File: src/include/chg_pkg.sv
/*
 * Shared constants for the charger control core: command codes,
 * register reset values, mode bit positions, status bit positions.
 * Assumes an SMBus slave front end that delivers decoded word writes.
 */
`default_nettype none
package chg_pkg;
	// ------------------------------------------------------------
	// Command codes
	// ------------------------------------------------------------
	localparam logic [7:0] CMD_MODE = 8'h12;
	localparam logic [7:0] CMD_STATUS = 8'h13;
	localparam logic [7:0] CMD_CURRENT = 8'h14;
	localparam logic [7:0] CMD_VOLTAGE = 8'h15;
	localparam logic [7:0] CMD_ALARM = 8'h16;
	localparam logic [6:0] ALERT_RESP_ADDR = 7'h0C;
	localparam logic [7:0] ALERT_RESP_ADDR8 = 8'h19;
	localparam logic [7:0] ALERT_RESP_BYTE = 8'h89;
	// ------------------------------------------------------------
	// Reset values and thresholds
	// ------------------------------------------------------------
	localparam logic [15:0] CURRENT_RESET = 16'h000C;
	localparam logic [15:0] VOLTAGE_RESET = 16'hFFF0;
	localparam logic [15:0] VOLTAGE_MIN = 16'h0010;
	localparam logic [15:0] CURRENT_POR_CMD = 16'h00C0;
	localparam logic [15:0] VOLTAGE_POR_CMD = 16'hFFFF;
	localparam logic [15:0] LOW_FULL = 16'h03FF;
	localparam logic [15:0] OPEN_FULL = 16'h07FF;
	localparam logic [15:0] HIGH_FULL = 16'h0FFF;
	localparam logic [5:0] CODE_SAT_LOW = 6'h3E;
	localparam logic [5:0] CODE_SAT = 6'h3F;
	localparam logic [4:0] TRICKLE_FULL = 5'h1F;
	// ------------------------------------------------------------
	// Mode word bits
	// ------------------------------------------------------------
	localparam int MODE_INHIBIT = 0;
	localparam int MODE_POR = 2;
	localparam int MODE_BP_MASK = 5;
	localparam int MODE_PF_MASK = 6;
	localparam int MODE_OVERTEMP_SHUTDOWN_EN = 10;
	localparam logic MODE_BP_MASK_RST = 1'b0;
	localparam logic MODE_PF_MASK_RST = 1'b1;
	localparam logic MODE_OVERTEMP_SHUTDOWN_EN_RST = 1'b1;
	// ------------------------------------------------------------
	// Status word bits
	// ------------------------------------------------------------
	localparam int ST_INHIBIT = 0;
	localparam int ST_LEVEL2 = 4;
	localparam int ST_CURRENT_OR = 5;
	localparam int ST_VOLTAGE_OR = 6;
	localparam int ST_ALARM = 7;
	localparam int ST_THERM_UR = 10;
	localparam int ST_THERM_HOT = 12;
	localparam int ST_POWER_FAIL = 13;
	localparam int ST_BATT_PRESENT = 14;
	// ------------------------------------------------------------
	// Range strap and timing
	// ------------------------------------------------------------
	typedef enum logic [1:0] {
		RANGE_LOW = 2'h0,
		RANGE_OPEN = 2'h1,
		RANGE_HIGH = 2'h2
	} range_t;
	localparam int CLK_HZ = 20000000;
endpackage
`default_nettype wire

File: src/rtl/charger_current_alarm_control.sv
/*
 * Charger control core: current command decode, alarm latch, status word,
 * and host alert. Assumes an SMBus slave delivers one-cycle word-write and
 * read strobes on clk_i; analog status inputs and the strap are asynchronous.
 */
// Summary of operation
// - Switcher current is set by a six-bit code, bits five down to zero.
// - Regulator off holds high gate at switch node, low gate at ground.
// - Words 0x0000 to 0x001F give code zero, regulator off; larger words on.
// - Code bits come from D9..D5, D10..D5 or D11..D6 per range strap.
// - In high range, D5 set forces code bit zero to one.
// - Over-range words saturate the code (62 low, 63 else) and flag it.
// - Inhibit, alarm or over-temperature turns regulator off, code unchanged.
// - Any nonzero code drives trickle source to full scale unless inhibit, alarm, over-temperature or low voltage holds it off.
// - Command bits D4..D0 weight the trickle source.
// - Current register powers on at 0x000C, twelve milliamp trickle.
// - Battery absent returns the current register to its power-on value.
// - Alarm command is a word write with code 0x16.
// - Alarm write with D15, D14 or D12 set latches alarm inhibit.
// - Alarm inhibit holds until battery absent or mode reset request.
// - Alarm inhibit keeps regulator and trickle source off.
// - Status is a word read at code 0x13 returning sixteen bits.
// - Alert pulls low on power applied, battery-present or power-fail change.
// - Battery-present and power-fail alerts each have a mask bit.
// - Alert stays low until cleared.
// - Alert clears by status read or alert-response receive byte.
// - Alert-response receive byte returns 0x89.
// - Mode reset request clears hot and alarm latches, sets current to 0x00C0 and voltage to 0xFFFF.
// - Battery mask is mode bit 5 reset 0, power-fail mask bit 6 reset 1.
`default_nettype none
module charger_current_alarm_control
	import chg_pkg::*;
(
	input wire logic clk_i,
	input wire logic sys_rst_i,
	input wire logic ce_i,
	input wire logic wr_stb_i,
	input wire logic [7:0] wr_cmd_i,
	input wire logic [15:0] wr_data_i,
	input wire logic status_rd_i,
	input wire logic ara_rd_i,
	input wire logic [1:0] range_strap_i,
	input wire logic batt_present_i,
	input wire logic power_fail_i,
	input wire logic input_supply_pin_i,
	input wire logic therm_hot_i,
	input wire logic therm_underrange_i,
	input wire logic [15:0] analog_status_i,
	output logic [5:0] switcher_current_code_o,
	output logic [4:0] trickle_weight_bits_o,
	output logic switcher_on_o,
	output logic high_side_gate_o,
	output logic low_side_gate_o,
	output logic [15:0] status_word_o,
	output logic [7:0] ara_byte_o,
	output logic alert_n_o
);
	// ------------------------------------------------------------
	// Pin synchronisers (analog comparators and strap are asynchronous)
	// ------------------------------------------------------------
	logic [6:0] sync1;
	logic [6:0] sync2;
	logic [15:0] ana1;
	logic [15:0] ana2;
	always_ff @(posedge clk_i) begin
		if (sys_rst_i) begin
			sync1 <= 7'h00;
			sync2 <= 7'h00;
			ana1 <= 16'h0000;
			ana2 <= 16'h0000;
		end else if (ce_i) begin
			sync1 <= {range_strap_i, batt_present_i, power_fail_i, input_supply_pin_i,
				therm_hot_i, therm_underrange_i};
			sync2 <= sync1;
			ana1 <= analog_status_i;
			ana2 <= ana1;
		end
	end
	wire logic [1:0] strap = sync2[6:5];
	wire logic batt_ok = sync2[4];
	wire logic pfail = sync2[3];
	wire logic supply = sync2[2];
	wire logic hot_raw = sync2[1];
	wire logic therm_ur = sync2[0];

	// ------------------------------------------------------------
	// Command decode
	// ------------------------------------------------------------
	wire logic wr_mode = wr_stb_i && (wr_cmd_i == CMD_MODE);
	wire logic wr_cur = wr_stb_i && (wr_cmd_i == CMD_CURRENT);
	wire logic wr_volt = wr_stb_i && (wr_cmd_i == CMD_VOLTAGE);
	wire logic wr_alarm = wr_stb_i && (wr_cmd_i == CMD_ALARM);
	wire logic por_req = wr_mode && wr_data_i[MODE_POR];

	// Mode bits kept by this core; reset request is a strobe, not stored
	logic charge_off_flag;
	logic bp_mask;
	logic pf_mask;
	logic overtemp_shutdown_en;
	always_ff @(posedge clk_i) begin
		if (sys_rst_i) begin
			charge_off_flag <= 1'b0;
			bp_mask <= MODE_BP_MASK_RST;
			pf_mask <= MODE_PF_MASK_RST;
			overtemp_shutdown_en <= MODE_OVERTEMP_SHUTDOWN_EN_RST;
		end else if (ce_i && wr_mode) begin
			charge_off_flag <= wr_data_i[MODE_INHIBIT];
			bp_mask <= wr_data_i[MODE_BP_MASK];
			pf_mask <= wr_data_i[MODE_PF_MASK];
			overtemp_shutdown_en <= wr_data_i[MODE_OVERTEMP_SHUTDOWN_EN];
		end
	end

	// Setpoint registers; battery removal restores power-on values
	logic [15:0] cur_set;
	logic [15:0] volt_set;
	always_ff @(posedge clk_i) begin
		if (sys_rst_i) begin
			cur_set <= CURRENT_RESET;
			volt_set <= VOLTAGE_RESET;
		end else if (ce_i) begin
			if (!batt_ok) begin
				cur_set <= CURRENT_RESET;
				volt_set <= VOLTAGE_RESET;
			end else if (por_req) begin
				cur_set <= CURRENT_POR_CMD;
				volt_set <= VOLTAGE_POR_CMD;
			end else begin
				if (wr_cur)
					cur_set <= wr_data_i;
				if (wr_volt)
					volt_set <= wr_data_i;
			end
		end
	end

	// ------------------------------------------------------------
	// Latched alarm inhibit and therm_over_temp
	// ------------------------------------------------------------
	logic alarm_inhibit_latch;
	logic therm_over_temp;
	always_ff @(posedge clk_i) begin
		if (sys_rst_i) begin
			alarm_inhibit_latch <= 1'b0;
			therm_over_temp <= 1'b0;
		end else if (ce_i) begin
			// Set beats clear so an alarm in the clearing cycle is kept
			if (wr_alarm && (wr_data_i[15] || wr_data_i[14] || wr_data_i[12]))
				alarm_inhibit_latch <= 1'b1;
			else if (!batt_ok || por_req)
				alarm_inhibit_latch <= 1'b0;
			if (hot_raw)
				therm_over_temp <= 1'b1;
			else if (!batt_ok || por_req)
				therm_over_temp <= 1'b0;
		end
	end

	// ------------------------------------------------------------
	// Current code decode
	// ------------------------------------------------------------
	// Returns code with bit 6 as the over-range flag
	function automatic logic [6:0] decode_code(input logic [15:0] w, input logic [1:0] r);
		logic [5:0] c;
		logic ovr;
		c = 6'h00;
		ovr = 1'b0;
		case (r)
			RANGE_LOW: begin
				ovr = (w > LOW_FULL);
				c = ovr ? CODE_SAT_LOW : {w[9:5], 1'b0};
			end
			RANGE_HIGH: begin
				ovr = (w > HIGH_FULL);
				c = ovr ? CODE_SAT : {w[11:7], w[6] | w[5]};
			end
			default: begin
				ovr = (w > OPEN_FULL);
				c = ovr ? CODE_SAT : w[10:5];
			end
		endcase
		return {ovr, c};
	endfunction

	wire logic [6:0] dec = decode_code(cur_set, strap);
	wire logic over_temp = therm_over_temp && overtemp_shutdown_en && !therm_ur;
	wire logic hold = charge_off_flag || alarm_inhibit_latch || over_temp
		|| (volt_set < VOLTAGE_MIN);

	logic current_or;
	always_ff @(posedge clk_i) begin
		if (sys_rst_i) begin
			switcher_current_code_o <= 6'h00;
			current_or <= 1'b0;
			switcher_on_o <= 1'b0;
		end else if (ce_i) begin
			switcher_on_o <= !hold && (dec[5:0] != 6'h00);
			if (!hold) begin
				switcher_current_code_o <= dec[5:0];
				current_or <= dec[6];
			end
		end
	end

	// Gate drive follows regulator state: off means high to switch node, low grounded
	always_ff @(posedge clk_i) begin
		if (sys_rst_i) begin
			high_side_gate_o <= 1'b0;
			low_side_gate_o <= 1'b0;
		end else if (ce_i) begin
			high_side_gate_o <= !hold && (dec[5:0] != 6'h00);
			low_side_gate_o <= !hold && (dec[5:0] != 6'h00);
		end
	end

	// Trickle weight; zero in hold, else full scale whenever a code bit is set
	always_ff @(posedge clk_i) begin
		if (sys_rst_i)
			trickle_weight_bits_o <= 5'h00;
		else if (ce_i) begin
			if (alarm_inhibit_latch || charge_off_flag || over_temp
				|| (volt_set < VOLTAGE_MIN))
				trickle_weight_bits_o <= 5'h00;
			else if (dec[5:0] != 6'h00)
				trickle_weight_bits_o <= TRICKLE_FULL;
			else
				trickle_weight_bits_o <= cur_set[4:0];
		end
	end

	// ------------------------------------------------------------
	// Status word and alert
	// ------------------------------------------------------------
	always_ff @(posedge clk_i) begin
		if (sys_rst_i) begin
			status_word_o <= 16'h0000;
			ara_byte_o <= 8'h00;
		end else if (ce_i) begin
			status_word_o <= (ana2 & 16'h8B0C)
				| (16'h0001 << ST_LEVEL2)
				| ({15'h0000, charge_off_flag} << ST_INHIBIT)
				| ({15'h0000, current_or} << ST_CURRENT_OR)
				| ({15'h0000, volt_set[15] | volt_set[14]} << ST_VOLTAGE_OR)
				| ({15'h0000, alarm_inhibit_latch} << ST_ALARM)
				| ({15'h0000, therm_ur} << ST_THERM_UR)
				| ({15'h0000, therm_over_temp} << ST_THERM_HOT)
				| ({15'h0000, pfail} << ST_POWER_FAIL)
				| ({15'h0000, batt_ok} << ST_BATT_PRESENT);
			ara_byte_o <= ALERT_RESP_BYTE;
		end
	end

	logic bp_d;
	logic pf_d;
	logic sup_d;
	wire logic alert_evt = (supply && !sup_d) || ((bp_d != batt_ok) && !bp_mask)
		|| ((pf_d != pfail) && !pf_mask);
	always_ff @(posedge clk_i) begin
		if (sys_rst_i) begin
			bp_d <= 1'b0;
			pf_d <= 1'b0;
			sup_d <= 1'b0;
			alert_n_o <= 1'b1;
		end else if (ce_i) begin
			bp_d <= batt_ok;
			pf_d <= pfail;
			sup_d <= supply;
			// New event wins over a clear in the same cycle
			if (alert_evt)
				alert_n_o <= 1'b0;
			else if (status_rd_i || ara_rd_i)
				alert_n_o <= 1'b1;
		end
	end
endmodule
`default_nettype wire

File: config.mk
export PLATFORM = sky130hd
export DESIGN_NAME = charger_current_alarm_control
export DESIGN_NICKNAME = d
export VERILOG_FILES = /design/src/include/chg_pkg.sv /design/src/rtl/charger_current_alarm_control.sv
export SDC_FILE = /design/constraint.sdc
export NUM_CORES = 1
export LEC_CHECK = 0
export BUFFER_PORTS_ARGS = -buffer_cell sky130_fd_sc_hd__buf_2
export CAP_MARGIN = 20
export CORE_AREA = 2 2 80 112
export DETAILED_ROUTE_END_ITERATION = 8
export DIE_AREA = 0 0 82 114
export HOLD_SLACK_MARGIN = 0.02
export PLACE_DENSITY = 0.78
export SLEW_MARGIN = 20
export SYNTH_ARGS = -nofsm -noshare
export SYNTH_HDL_FRONTEND = slang
export SYNTH_SLANG_ARGS = --single-unit
File: constraint.sdc
create_clock -name clk_i -period 4.9 [get_ports clk_i]
set_input_delay 1.47 -clock clk_i [delete_from_list [all_inputs] [get_ports clk_i]]
set_output_delay 1.47 -clock clk_i [all_outputs]
set_load 0.02 [all_outputs]
# After elaboration in Yosys (flattened, before gate mapping)
# Index checks and enable logic that the tools add are counted.
word_totals:
  wordCells: 103
  register_bits: 118
op_classes:
  n_mux: 18
  reduce_logical: 39
  eq_ne: 9
  n_lt_le_gt_ge: 4
  n_bitwise: 11
ops:
  columns: ["operator", "n"]
  rows:
  - ["two-way mux 16 bit", 6]
  - ["equality test 8 x 5 -> 1 bit, second input constant", 4]
  - ["two-way mux 6 bit", 3]
  - ["> comparator 16 x 10 -> 1 bit, second input constant", 1]
  - ["> comparator 16 x 11 -> 1 bit, second input constant", 1]
  - ["> comparator 16 x 12 -> 1 bit, second input constant", 1]
  - ["less-than comparator 16 x 5 -> 1 bit, second input constant", 1]
  - ["OR 16 x 1 -> 16 bit", 1]
  - ["OR 16 x 11 -> 16 bit", 1]
  - ["OR 16 x 13 -> 16 bit", 1]
  - ["OR 16 x 14 -> 16 bit", 1]
  - ["OR 16 x 15 -> 16 bit", 1]
  - ["OR 16 x 6 -> 16 bit", 1]
  - ["OR 16 x 7 -> 16 bit", 1]
  - ["OR 16 x 8 -> 16 bit", 1]
  - ["logical AND 1 bit", 13]
  - ["case mux 6 bit (2 select lines)", 1]
  - ["AND reduction 2 bit", 6]
  - ["two-way mux 5 bit", 2]
  - ["logical OR 1 bit", 9]
  - ["zero test 1 bit", 6]
  - ["inequality test 3 x 1 -> 1 bit, second input constant", 2]
  - ["nonzero test 2 bit", 3]
  - ["nonzero test 6 bit", 1]
  - ["7 further kinds", 13]

# Longest topological paths before layout
# Gate-level depths: netlist of run 1.
depth:
  depth_word: 8
  ltp_mapped: 7

# Worst setup path after synthesis of run 1
# No wires, ideal clock.
synth_path:
  path_kind: "input to register"
  from: "input port wr_cmd_i[6]"
  to: "register volt_set[10]"
  slack_ns: 2.138
  t_required_ns: 4.771
  stages: 7
  n_path_buf: 2
  arrival_time_ns: 2.633
  cell_sequence: "nand4bb_1 -> nor3_1 -> and4_1 -> clkbuf_1 -> buf_4 -> mux2i_1 -> nand2_1"
synth_between:
  elab_chain_cells: 5
synth_lines:
  columns: ["item", "line_no", "text"]
  rows:
  - ["start, declared", "charger_current_alarm_control.sv:38", "input wire logic [7:0] wr_cmd_i,"]
  - ["equality test 8 x 5 -> 1 bit", "charger_current_alarm_control.sv:89", "wire logic wr_mode = wr_stb_i && (wr_cmd_i == CMD_MODE);"]
  - ["logical AND 1 bit", "charger_current_alarm_control.sv:89", null]
  - ["logical AND 1 bit", "charger_current_alarm_control.sv:93", "wire logic por_req = wr_mode && wr_data_i[MODE_POR];"]
  - ["inequality test 3 x 1 -> 1 bit (no line) or two-way mux 16 bit (tied branches)", null, null]
  - ["AND reduction 2 bit (no line) or two-way mux 16 bit (tied branches)", null, null]
  - ["end signal, assigned", "charger_current_alarm_control.sv:132", "volt_set <= wr_data_i;"]
  - ["end, declared", "charger_current_alarm_control.sv:116", "logic [15:0] volt_set;"]
# Parallel ways exist; a longest one is shown, timed or not.
# A chain may end at the register's enable or synchronous reset.

# Worst setup path in the final report of run 1
layout_path:
  from: "input port ce_i"
  to: "register volt_set[4]"
layout_between:
  elab_chain_cells: 1
layout_lines:
  columns: ["item", "line_no", "text"]
  rows:
  - ["start, declared", "charger_current_alarm_control.sv:36", "input wire logic ce_i,"]
  - ["AND reduction 2 bit (no line)", null, null]
# Every way passes these cells.

==> impl_metrics.ini, run 1 <==
[route]
wl_per_cell_um = 14.5
firstDrtPassIters = 4
route.antenna.remaining_nets = 0
drc = 0
drt_first_iter_violations = 173
viasPerCell = 5.23
wl_um = 7960
num_vias = 2874

[final_layout]
n_fill_cell = 791
multiInputGateArea_mm2 = 0.00166
nNetsFinal = 494
mostFrequentLayoutCells = dfxtp_1 (90), buf_2 (75), nor2_1 (59)
final_common_cell = dfxtp_1
diodes = 0
seqCellArea_mm2 = 0.00180
area_growth_syn_to_layout_pct = 18.4
layout-drive-gt1-share_pct = 22.3

[logic_synthesis]
yosysWarnings = 0
netlist_area_mm2 = 0.00364
synth_seq_cells = 90
avgSynthCellArea_um2 = 9.63
synth_edf_count = 0
ys_seq_area_share_pct = 49.5
synth-async-reset-ratio_pct = 0
synthCells = 378
synth_ff_type = dfxtp_1
synth_cell_types = 47

[power]
power_density_mw_per_mm2 = 363
power.total_mw = 1.57
leakage_nw = 1.87
ir_worst_vdd_uv = 229

[clocking]
numCtsBuffers = 9
clock_latency_ns = 0.33
cts-root-buf = clkbuf_16
clock-sinks = 90
postCtsHoldBufs = 0
cts_buffer_depth = 2
cts.htree.levels = 3
cts_setup_buffers = 0
cts.clk_slew.worst_paths_ns = 0.06
cts_tree = done
cts.repair.resized = 0

[critical_path]
path_buf_inv = 3
startpoint_type = input pin
crit_chain = buf_2 -> inv_1 -> nor4b_2 -> buf_4 -> and3_1 -> nor2_1 -> nand2_1
end_kind = register
worst-setup-path-type = in -> reg
cpPeakStageDelay_ns = 0.72
arrival_ns = 3.33
cp_top_family = simple AND/OR/NAND/NOR gates
critPathSlowestCell = nor2_1
critPathMaxFanout = 14
worstPathRequired_ns = 5.07

[sta]
fmax_ghz = 0.317
hold_viol = 0
fin_crit_sh_pct = 64.5
setup_violations = 0
fin_worst_skew_ns = 0.00683
slew_viol_final = 0
worstMarginPinSlew_ns = 0.932
slew_headroom_pct = 37.7
finalCriticalPeriod_ns = 3.16
grt_setup_unrepaired = no
tns_ns = 0

[die]
rows = 40
core_mm2 = 0.00841
dieArea_mm2 = 0.00935
fp.dieW_um = 82
die_y_um = 114
start_util_pct = 43.3
pin_count = 92

[grt]
grt-ovfl-total = 0
grt_usage_pct = 18.4
grt_pass1_vias = 2743
grt_first_pass_wirelength_um = 13100
antenna_found_initial = 0
grt_max_degree = 58

[placement]
place_congestion = 0.857
hpwlAfterDp_um = 5680
io_buffers = 75

[hold_path]
hp-class = reg -> reg

[flow_run]
maxCapViolCount = 0

[outcome]
status = complete, no violations
==> final timing paths <==
| kind | start | end | slack [ns] | cells after the start |
|---|---|---|---|---|
| worst max register to register | cur_set[12] | low_side_gate_o | 2.86 | 5 |
| worst min-delay path | switcher_current_code_o[5] | switcher_current_code_o[5] | 0.45 | 2 |
| worst max-delay path | ce_i | volt_set[4] | 1.74 | 7 |
| worst min register to register | switcher_current_code_o[5] | switcher_current_code_o[5] | 0.45 | 2 |
==> registers in the layout (all words and copies together), names as in the netlist, 5 cells and up <==
signal	cells
cur_set	16
status_word_o	15
volt_set	12
sync1	7
sync2	7
ana1	6
ana2	6
switcher_current_code_o	6
trickle_weight_bits_o	5
==> routing by layer <==
| layer | wire length (um) | track usage, % |
|---|---|---|
| met1 | 3350 | 21.6 |
| met2 | 4050 | 30.4 |
| met3 | 326 | 3.80 |
| met4 | 235 | 10.7 |
| met5 | 0 | 0 |
==> report_power, final <==
part | leakage (nW) | internal, mW | switching, mW | total, mW
logic | 0.994 | 0.0502 | 0.0795 | 0.130
registers | 0.731 | 0.750 | 0.0122 | 0.762
clock network | 0.141 | 0.417 | 0.257 | 0.674
==> kinds of logic (layout without fill, tap and decap cells) <==
kind of cell	count (synthesis)	in the layout	share of synthesized area (%)
DFF	90	90	49.5
AOI/OAI and AO/OA	61	61	12.1
xor gates and xnor gates	2	2	0.481
and+or+nand+nor	132	132	17.2
muxes	55	55	15.1
other	1	6	0.103
buffers and inverters	37	98	5.53
==> worst reg2reg max path: stages, from the launching register on <==
cell and delay, ns:
dfxtp_1 0.32, nor4_2 0.68, nor2b_1 0.28, o2111ai_1 0.19, nor3_4 0.30, o32ai_1 0.12
==> through the flow <==
step	instance area, um2	std cells	hold WS [ns]	worst slack [ns]	utilization (%)
2_1_floorplan	3660	383	0.436	2.14	-
3_3_place_gp	4020	535	0.444	1.52	47.8
3_5_place_dp	4020	535	0.449	1.45	47.8
4_1_cts	4310	549	0.458	1.78	51.3
5_1_grt	4310	549	0.471	1.65	51.3
6_report	4310	549	0.455	1.74	51.3
==> cells in the mapped netlist, drive strengths merged, types with 2 or more instances <==
cell type	instances	area, um2
a21o	3	22.5
a21oi	15	75.1
a221oi	5	43.8
a22o	12	105
a32o	2	20.0
buf	27	164
clkbuf	6	22.5
dfxtp	90	1800
inv	3	11.3
mux2i	55	551
nand2	33	124
nand2b	3	18.8
nand3	6	30.0
nand4	2	12.5
nor2	59	221
nor2b	5	31.3
nor3	8	51.3
nor3b	4	30.0
nor4	4	31.3
o2111ai	2	17.5
o21ai	7	35.0
o22ai	4	25.0
o31ai	2	15.0
o32ai	2	17.5
xnor2	2	17.5
==> cell type report <==
| cell class | instances | share of cell area, % |
|---|---|---|
| Sequential cell | 90 | 41.8 |
| Timing Repair Buffer | 80 | 9.58 |
| Multi-Input combinational cell | 256 | 38.4 |
| Inverter | 4 | 0.348 |
| Clock inverter | 2 | 0.871 |
| Tap cell | 105 | 3.05 |
| Clock buffer | 12 | 5.95 |
(Power assumes the default switching activity.)
==> inputs of run 2 (changes only) <==
==> constraint.sdc (replaced) <==
create_clock -name clk_i -period 3.1 [get_ports clk_i]
set_input_delay 0.93 -clock clk_i [delete_from_list [all_inputs] [get_ports clk_i]]
set_output_delay 0.93 -clock clk_i [all_outputs]
set_load 0.02 [all_outputs]
==> impl_metrics.ini, run 2 (synthesized netlist as in run 1, its figures left out) <==
[outcome]
status = complete, no violations

[route]
wl_um = 7890
wl_per_cell_um = 14.2
firstDrtPassIters = 4
drt_first_iter_violations = 134
drc = 0
route.antenna.remaining_nets = 0
viasPerCell = 5.23
num_vias = 2902

[die]
die_y_um = 114
fp.dieW_um = 82
dieArea_mm2 = 0.00935
core_mm2 = 0.00841
start_util_pct = 43.3
pin_count = 92
rows = 40

[sta]
hold_viol = 0
fmax_ghz = 0.464
worstMarginPinSlew_ns = 0.878
fin_hold_ws_ns = 0.455
grt_setup_unrepaired = no
fin_worst_skew_ns = 0.00474
slew_headroom_pct = 41.5
tns_ns = 0
setup_violations = 0
fin_crit_sh_pct = 69.5
finalCriticalPeriod_ns = 2.15
slew_viol_final = 0

[clocking]
cts-root-buf = clkbuf_16
cts.repair.resized = 0
cts_buffer_depth = 2
cts.clk_slew.worst_paths_ns = 0.06
cts.htree.levels = 3
numCtsBuffers = 9
clock-sinks = 90
cts_tree = done
cts_setup_buffers = 0
postCtsHoldBufs = 0
clock_latency_ns = 0.34

[grt]
met3_usage_pct = 4.11
grt_first_pass_wirelength_um = 12400
use_met2_pct = 28.8
gr-max-usage-layer = met2
grt_max_degree = 58
grt-ovfl-total = 0
grt_usage_pct = 17.6
antenna_found_initial = 0
met1_usage_pct = 20.9
grt_pass1_vias = 2629

[final_layout]
layout-drive-gt1-share_pct = 23.6
n_fill_cell = 776
regMostFlops = cur_set
seqCellArea_mm2 = 0.00180
diodes = 0
nNetsFinal = 498
largest_reg_flops = 16
final_common_cell = dfxtp_1
multiInputGateArea_mm2 = 0.00166
mostFrequentLayoutCells = dfxtp_1 (90), buf_2 (75), nor2_1 (59)
area_growth_syn_to_layout_pct = 20.2
largestRegisters = cur_set (16), status_word_o (15), volt_set (12)
design_area_mm2 = 0.00437

[critical_path]
cp_top_family = compound AO/OA/AOI/OAI gates
arrival_ns = 2.38
path_buf_inv = 2
end_kind = register
worst-setup-path-type = in -> reg
startpoint_type = input pin
worstPathRequired_ns = 3.33
critPathSlowestCell = nor4b_2
crit_chain = buf_2 -> nand4bb_1 -> nor4b_2 -> buf_4 -> a21oi_1 -> a22o_1
cpPeakStageDelay_ns = 0.32
critPathMaxFanout = 12

[power]
power_density_mw_per_mm2 = 591
switching_power_uw = 591
ir_worst_vdd_uv = 473
leakage_nw = 1.90
p_clk_share_pct = 45.5
p_int_mw = 2.00
p_sw_share_pct = 22.9
pwr-share-comb_pct = 8.0
seq_power_share_pct = 46.5

[flow_run]
maxCapViolCount = 0

[hold_path]
hp-class = reg -> reg

[placement]
io_buffers = 75
place_congestion = 0.926
hpwlAfterDp_um = 5720
place_area_mm2 = 0.00405
-- run 2: cell count changes in the layout (fill, tap and decap cells not counted) --
cell	delta
buf_4	+4
bufinv_16	+1
clkbuf_1	-1
clkbuf_8	-1
clkinv_2	+1
clkinvlp_4	+1
inv_6	+1
-- run 2: cell type report --
| class | count | area share, % |
|---|---|---|
| timing repair buffer | 84 | 10.1 |
| tap | 105 | 3.00 |
| clock inverter | 6 | 2.03 |
| inverter | 4 | 0.343 |
| multi-input combinational | 256 | 37.8 |
| clock buffer | 10 | 5.46 |
| sequential | 90 | 41.2 |
-- run 2: power by group through the flow --
| stage | Sequential [mW] | Combinational, mW | Clock, mW |
|---|---|---|---|
| after floorplan | 1.24 | 0.133 | 0 |
| after global placement | 1.23 | 0.203 | 0 |
| after detailed placement | 1.23 | 0.207 | 0 |
| after CTS | 1.20 | 0.208 | 1.20 |
| after global routing | 1.21 | 0.226 | 1.24 |
| final | 1.20 | 0.206 | 1.18 |
-- run 2: worst min-delay path, cell delays in order (launching register included) --
cell	delay [ns]
dfxtp_1	0.31
nand2_1	0.05
a21oi_1	0.05
-- run 2: per-layer routing --
metal  wire [um]  share of wire (%)
met1        3360                 43
met2        3960                 50
met3         307                3.9
met4         264                3.3
met5           0                  0
-- run 2: final timing paths --
path / from / end / slack, ns / cells after the start
min: switcher_current_code_o[4] / switcher_current_code_o[4] / 0.46 / 2
max reg2reg: cur_set[12] / trickle_weight_bits_o[4] / 1.11 / 5
max: wr_cmd_i[6] / cur_set[0] / 0.95 / 6
min reg2reg: switcher_current_code_o[4] / switcher_current_code_o[4] / 0.46 / 2
-- run 2: through the flow --
step / power (mW) / cells / setup slack [ns] / util, %
final: 2.59 / 555 / 0.946 / 52.0
after global routing: 2.67 / 555 / 0.798 / 52.0
after CTS: 2.61 / 555 / 0.961 / 52.0
after detailed placement: 1.44 / 539 / 0.607 / 48.1
after global placement: 1.43 / 539 / 0.626 / 48.1
after floorplan: 1.37 / 383 / 0.878 / -
==> inputs of run 3 (changes only) <==
--- a/config.mk
+++ b/config.mk
@@ -11,7 +11,7 @@
 export DETAILED_ROUTE_END_ITERATION = 8
 export DIE_AREA = 0 0 82 114
 export HOLD_SLACK_MARGIN = 0.02
-export PLACE_DENSITY = 0.78
+export PLACE_DENSITY = 0.8
 export SLEW_MARGIN = 20
 export SYNTH_ARGS = -nofsm -noshare
 export SYNTH_HDL_FRONTEND = slang
==> constraint.sdc (replaced) <==
create_clock -name clk_i -period 1.85 [get_ports clk_i]
set_input_delay 0.555 -clock clk_i [delete_from_list [all_inputs] [get_ports clk_i]]
set_output_delay 0.555 -clock clk_i [all_outputs]
set_load 0.02 [all_outputs]
==> impl_metrics.ini, run 3 (synthesized netlist as in run 1, its figures left out) <==
[outcome]
status = complete, no violations

[critical_path]
worst-setup-path-type = reg -> reg
cp_top_family = simple AND/OR/NAND/NOR gates
end_kind = register
cpPeakStageDelay_ns = 0.55
startpoint_type = register
crit_chain = or4_4 -> o311ai_4 -> o2111ai_2 -> nor3_4 -> a221oi_1
rr_startpoint = sync2[5]
arrival_ns = 1.98
path_buf_inv = 0
startpoint = sync2[5]
critPathMaxFanout = 8
worstPathRequired_ns = 2.04
critPathSlowestCell = or4_4

[sta]
slew_headroom_pct = 62.5
finalCriticalPeriod_ns = 1.80
fin_crit_sh_pct = 97.1
fin_worst_skew_ns = 0.00512
fmax_ghz = 0.557
hold_viol = 0
setup_violations = 0
worstMarginPinSlew_ns = 0.563
slew_viol_final = 0
grt_setup_unrepaired = yes
setup_slack_ns = 0.0545

[final_layout]
diodes = 0
largest_reg_flops = 16
area_growth_syn_to_layout_pct = 25.5
design_area_mm2 = 0.00457
regMostFlops = cur_set
mostFrequentLayoutCells = dfxtp_1 (87), buf_2 (75), nor2_1 (58)
largestRegisters = cur_set (16), status_word_o (15), volt_set (12)
final_common_cell = dfxtp_1
layout-drive-gt1-share_pct = 28.5
nNetsFinal = 516

[clocking]
cts.clk_slew.worst_paths_ns = 0.06
cts_tree = done
numCtsBuffers = 9
postCtsHoldBufs = 0
cts.htree.levels = 3
clock_latency_ns = 0.34
cts-root-buf = clkbuf_16
clock-sinks = 90
cts_buffer_depth = 2

[die]
dieArea_mm2 = 0.00935
rows = 40
core_mm2 = 0.00841
pin_count = 92
fp.dieW_um = 82
die_y_um = 114
start_util_pct = 43.3

[placement]
place_congestion = 0.811
place_area_mm2 = 0.00420
dp_worst_setup_slack_ns = -0.129
hpwlAfterDp_um = 5980
io_buffers = 75

[grt]
grt_usage_pct = 18.7
grt_first_pass_wirelength_um = 13200
antenna_found_initial = 0
grt-ovfl-total = 0
grt_max_degree = 58
grt_pass1_vias = 2933

[power]
ir_worst_vdd_uv = 624
leakage_nw = 2.01
p_int_mw = 3.29
power.total_mw = 4.24
switching_power_uw = 951
seq_power_share_pct = 47.6
p_clk_share_pct = 43.6
power_density_mw_per_mm2 = 928
p_sw_share_pct = 22.4
pwr-share-comb_pct = 8.8

[route]
drt_first_iter_violations = 158
viasPerCell = 5.20
firstDrtPassIters = 4
wl_per_cell_um = 14.4
route.antenna.remaining_nets = 0
wl_um = 8220
num_vias = 2972
drc = 0

[hold_path]
hp-start = wr_data_i[4]
hp-class = in -> reg

[flow_run]
maxCapViolCount = 0
## run 3: final timing paths
kind / slack (ns) / depth (start not counted) / end
setup / recovery: 0.05 / 5 / trickle_weight_bits_o[1]
setup reg to reg: 0.05 / 5 / trickle_weight_bits_o[1]
hold reg to reg: 0.46 / 2 / switcher_current_code_o[4]
hold / removal: 0.44 / 2 / cur_set[4]
## run 3: cell type report
| class | instances | area, um2 |
|---|---|---|
| flip-flops and latches | 90 | 1810 |
| multi-input cells | 256 | 1710 |
| inverters | 4 | 15.0 |
| clock buffers | 13 | 270 |
| repair buffers | 102 | 603 |
| well taps | 105 | 131 |
| fillers | 766 | 3840 |
| clock inverters | 2 | 35.0 |
## run 3: metrics by stage
stage,TNS [ns],hold WS (ns),util [%],instances
after floorplan,0,0.436,-,383
after CTS,-0.00100,0.434,53.8,571
after global routing,-0.0455,0.450,54.3,572
final,0,0.440,54.3,572
after detailed placement,-2.49,0.452,49.9,556
after global placement,-1.26,0.443,49.9,556
## run 3: timing repair
item / CTS / global route
setup buffers: 0 / 1
gates resized for setup: 4 / 9
gates cloned: 0 / 0
pin swaps: 2 / 4
endpoints found under the setup margin: 6 / 6
## run 3: layer usage
metal | share of wire (%) | up-vias | track usage [%]
met5 | 0 | - | 0
met4 | 2.9 | 0 | 10.1
met3 | 6.1 | 17 | 4.51
met2 | 51 | 99 | 31.9
met1 | 40 | 1372 | 20.9
li1 | - | 1484 | -
## run 3: power groups by stage
stage               Clock [mW]  Combinational (mW)  Sequential, mW
floorplan                    0               0.222            2.08
global placement             0               0.356            2.06
detailed placement           0               0.362            2.06
CTS                       1.88               0.365            2.02
finish                    1.85               0.372            2.02
global route              1.97               0.406            2.02
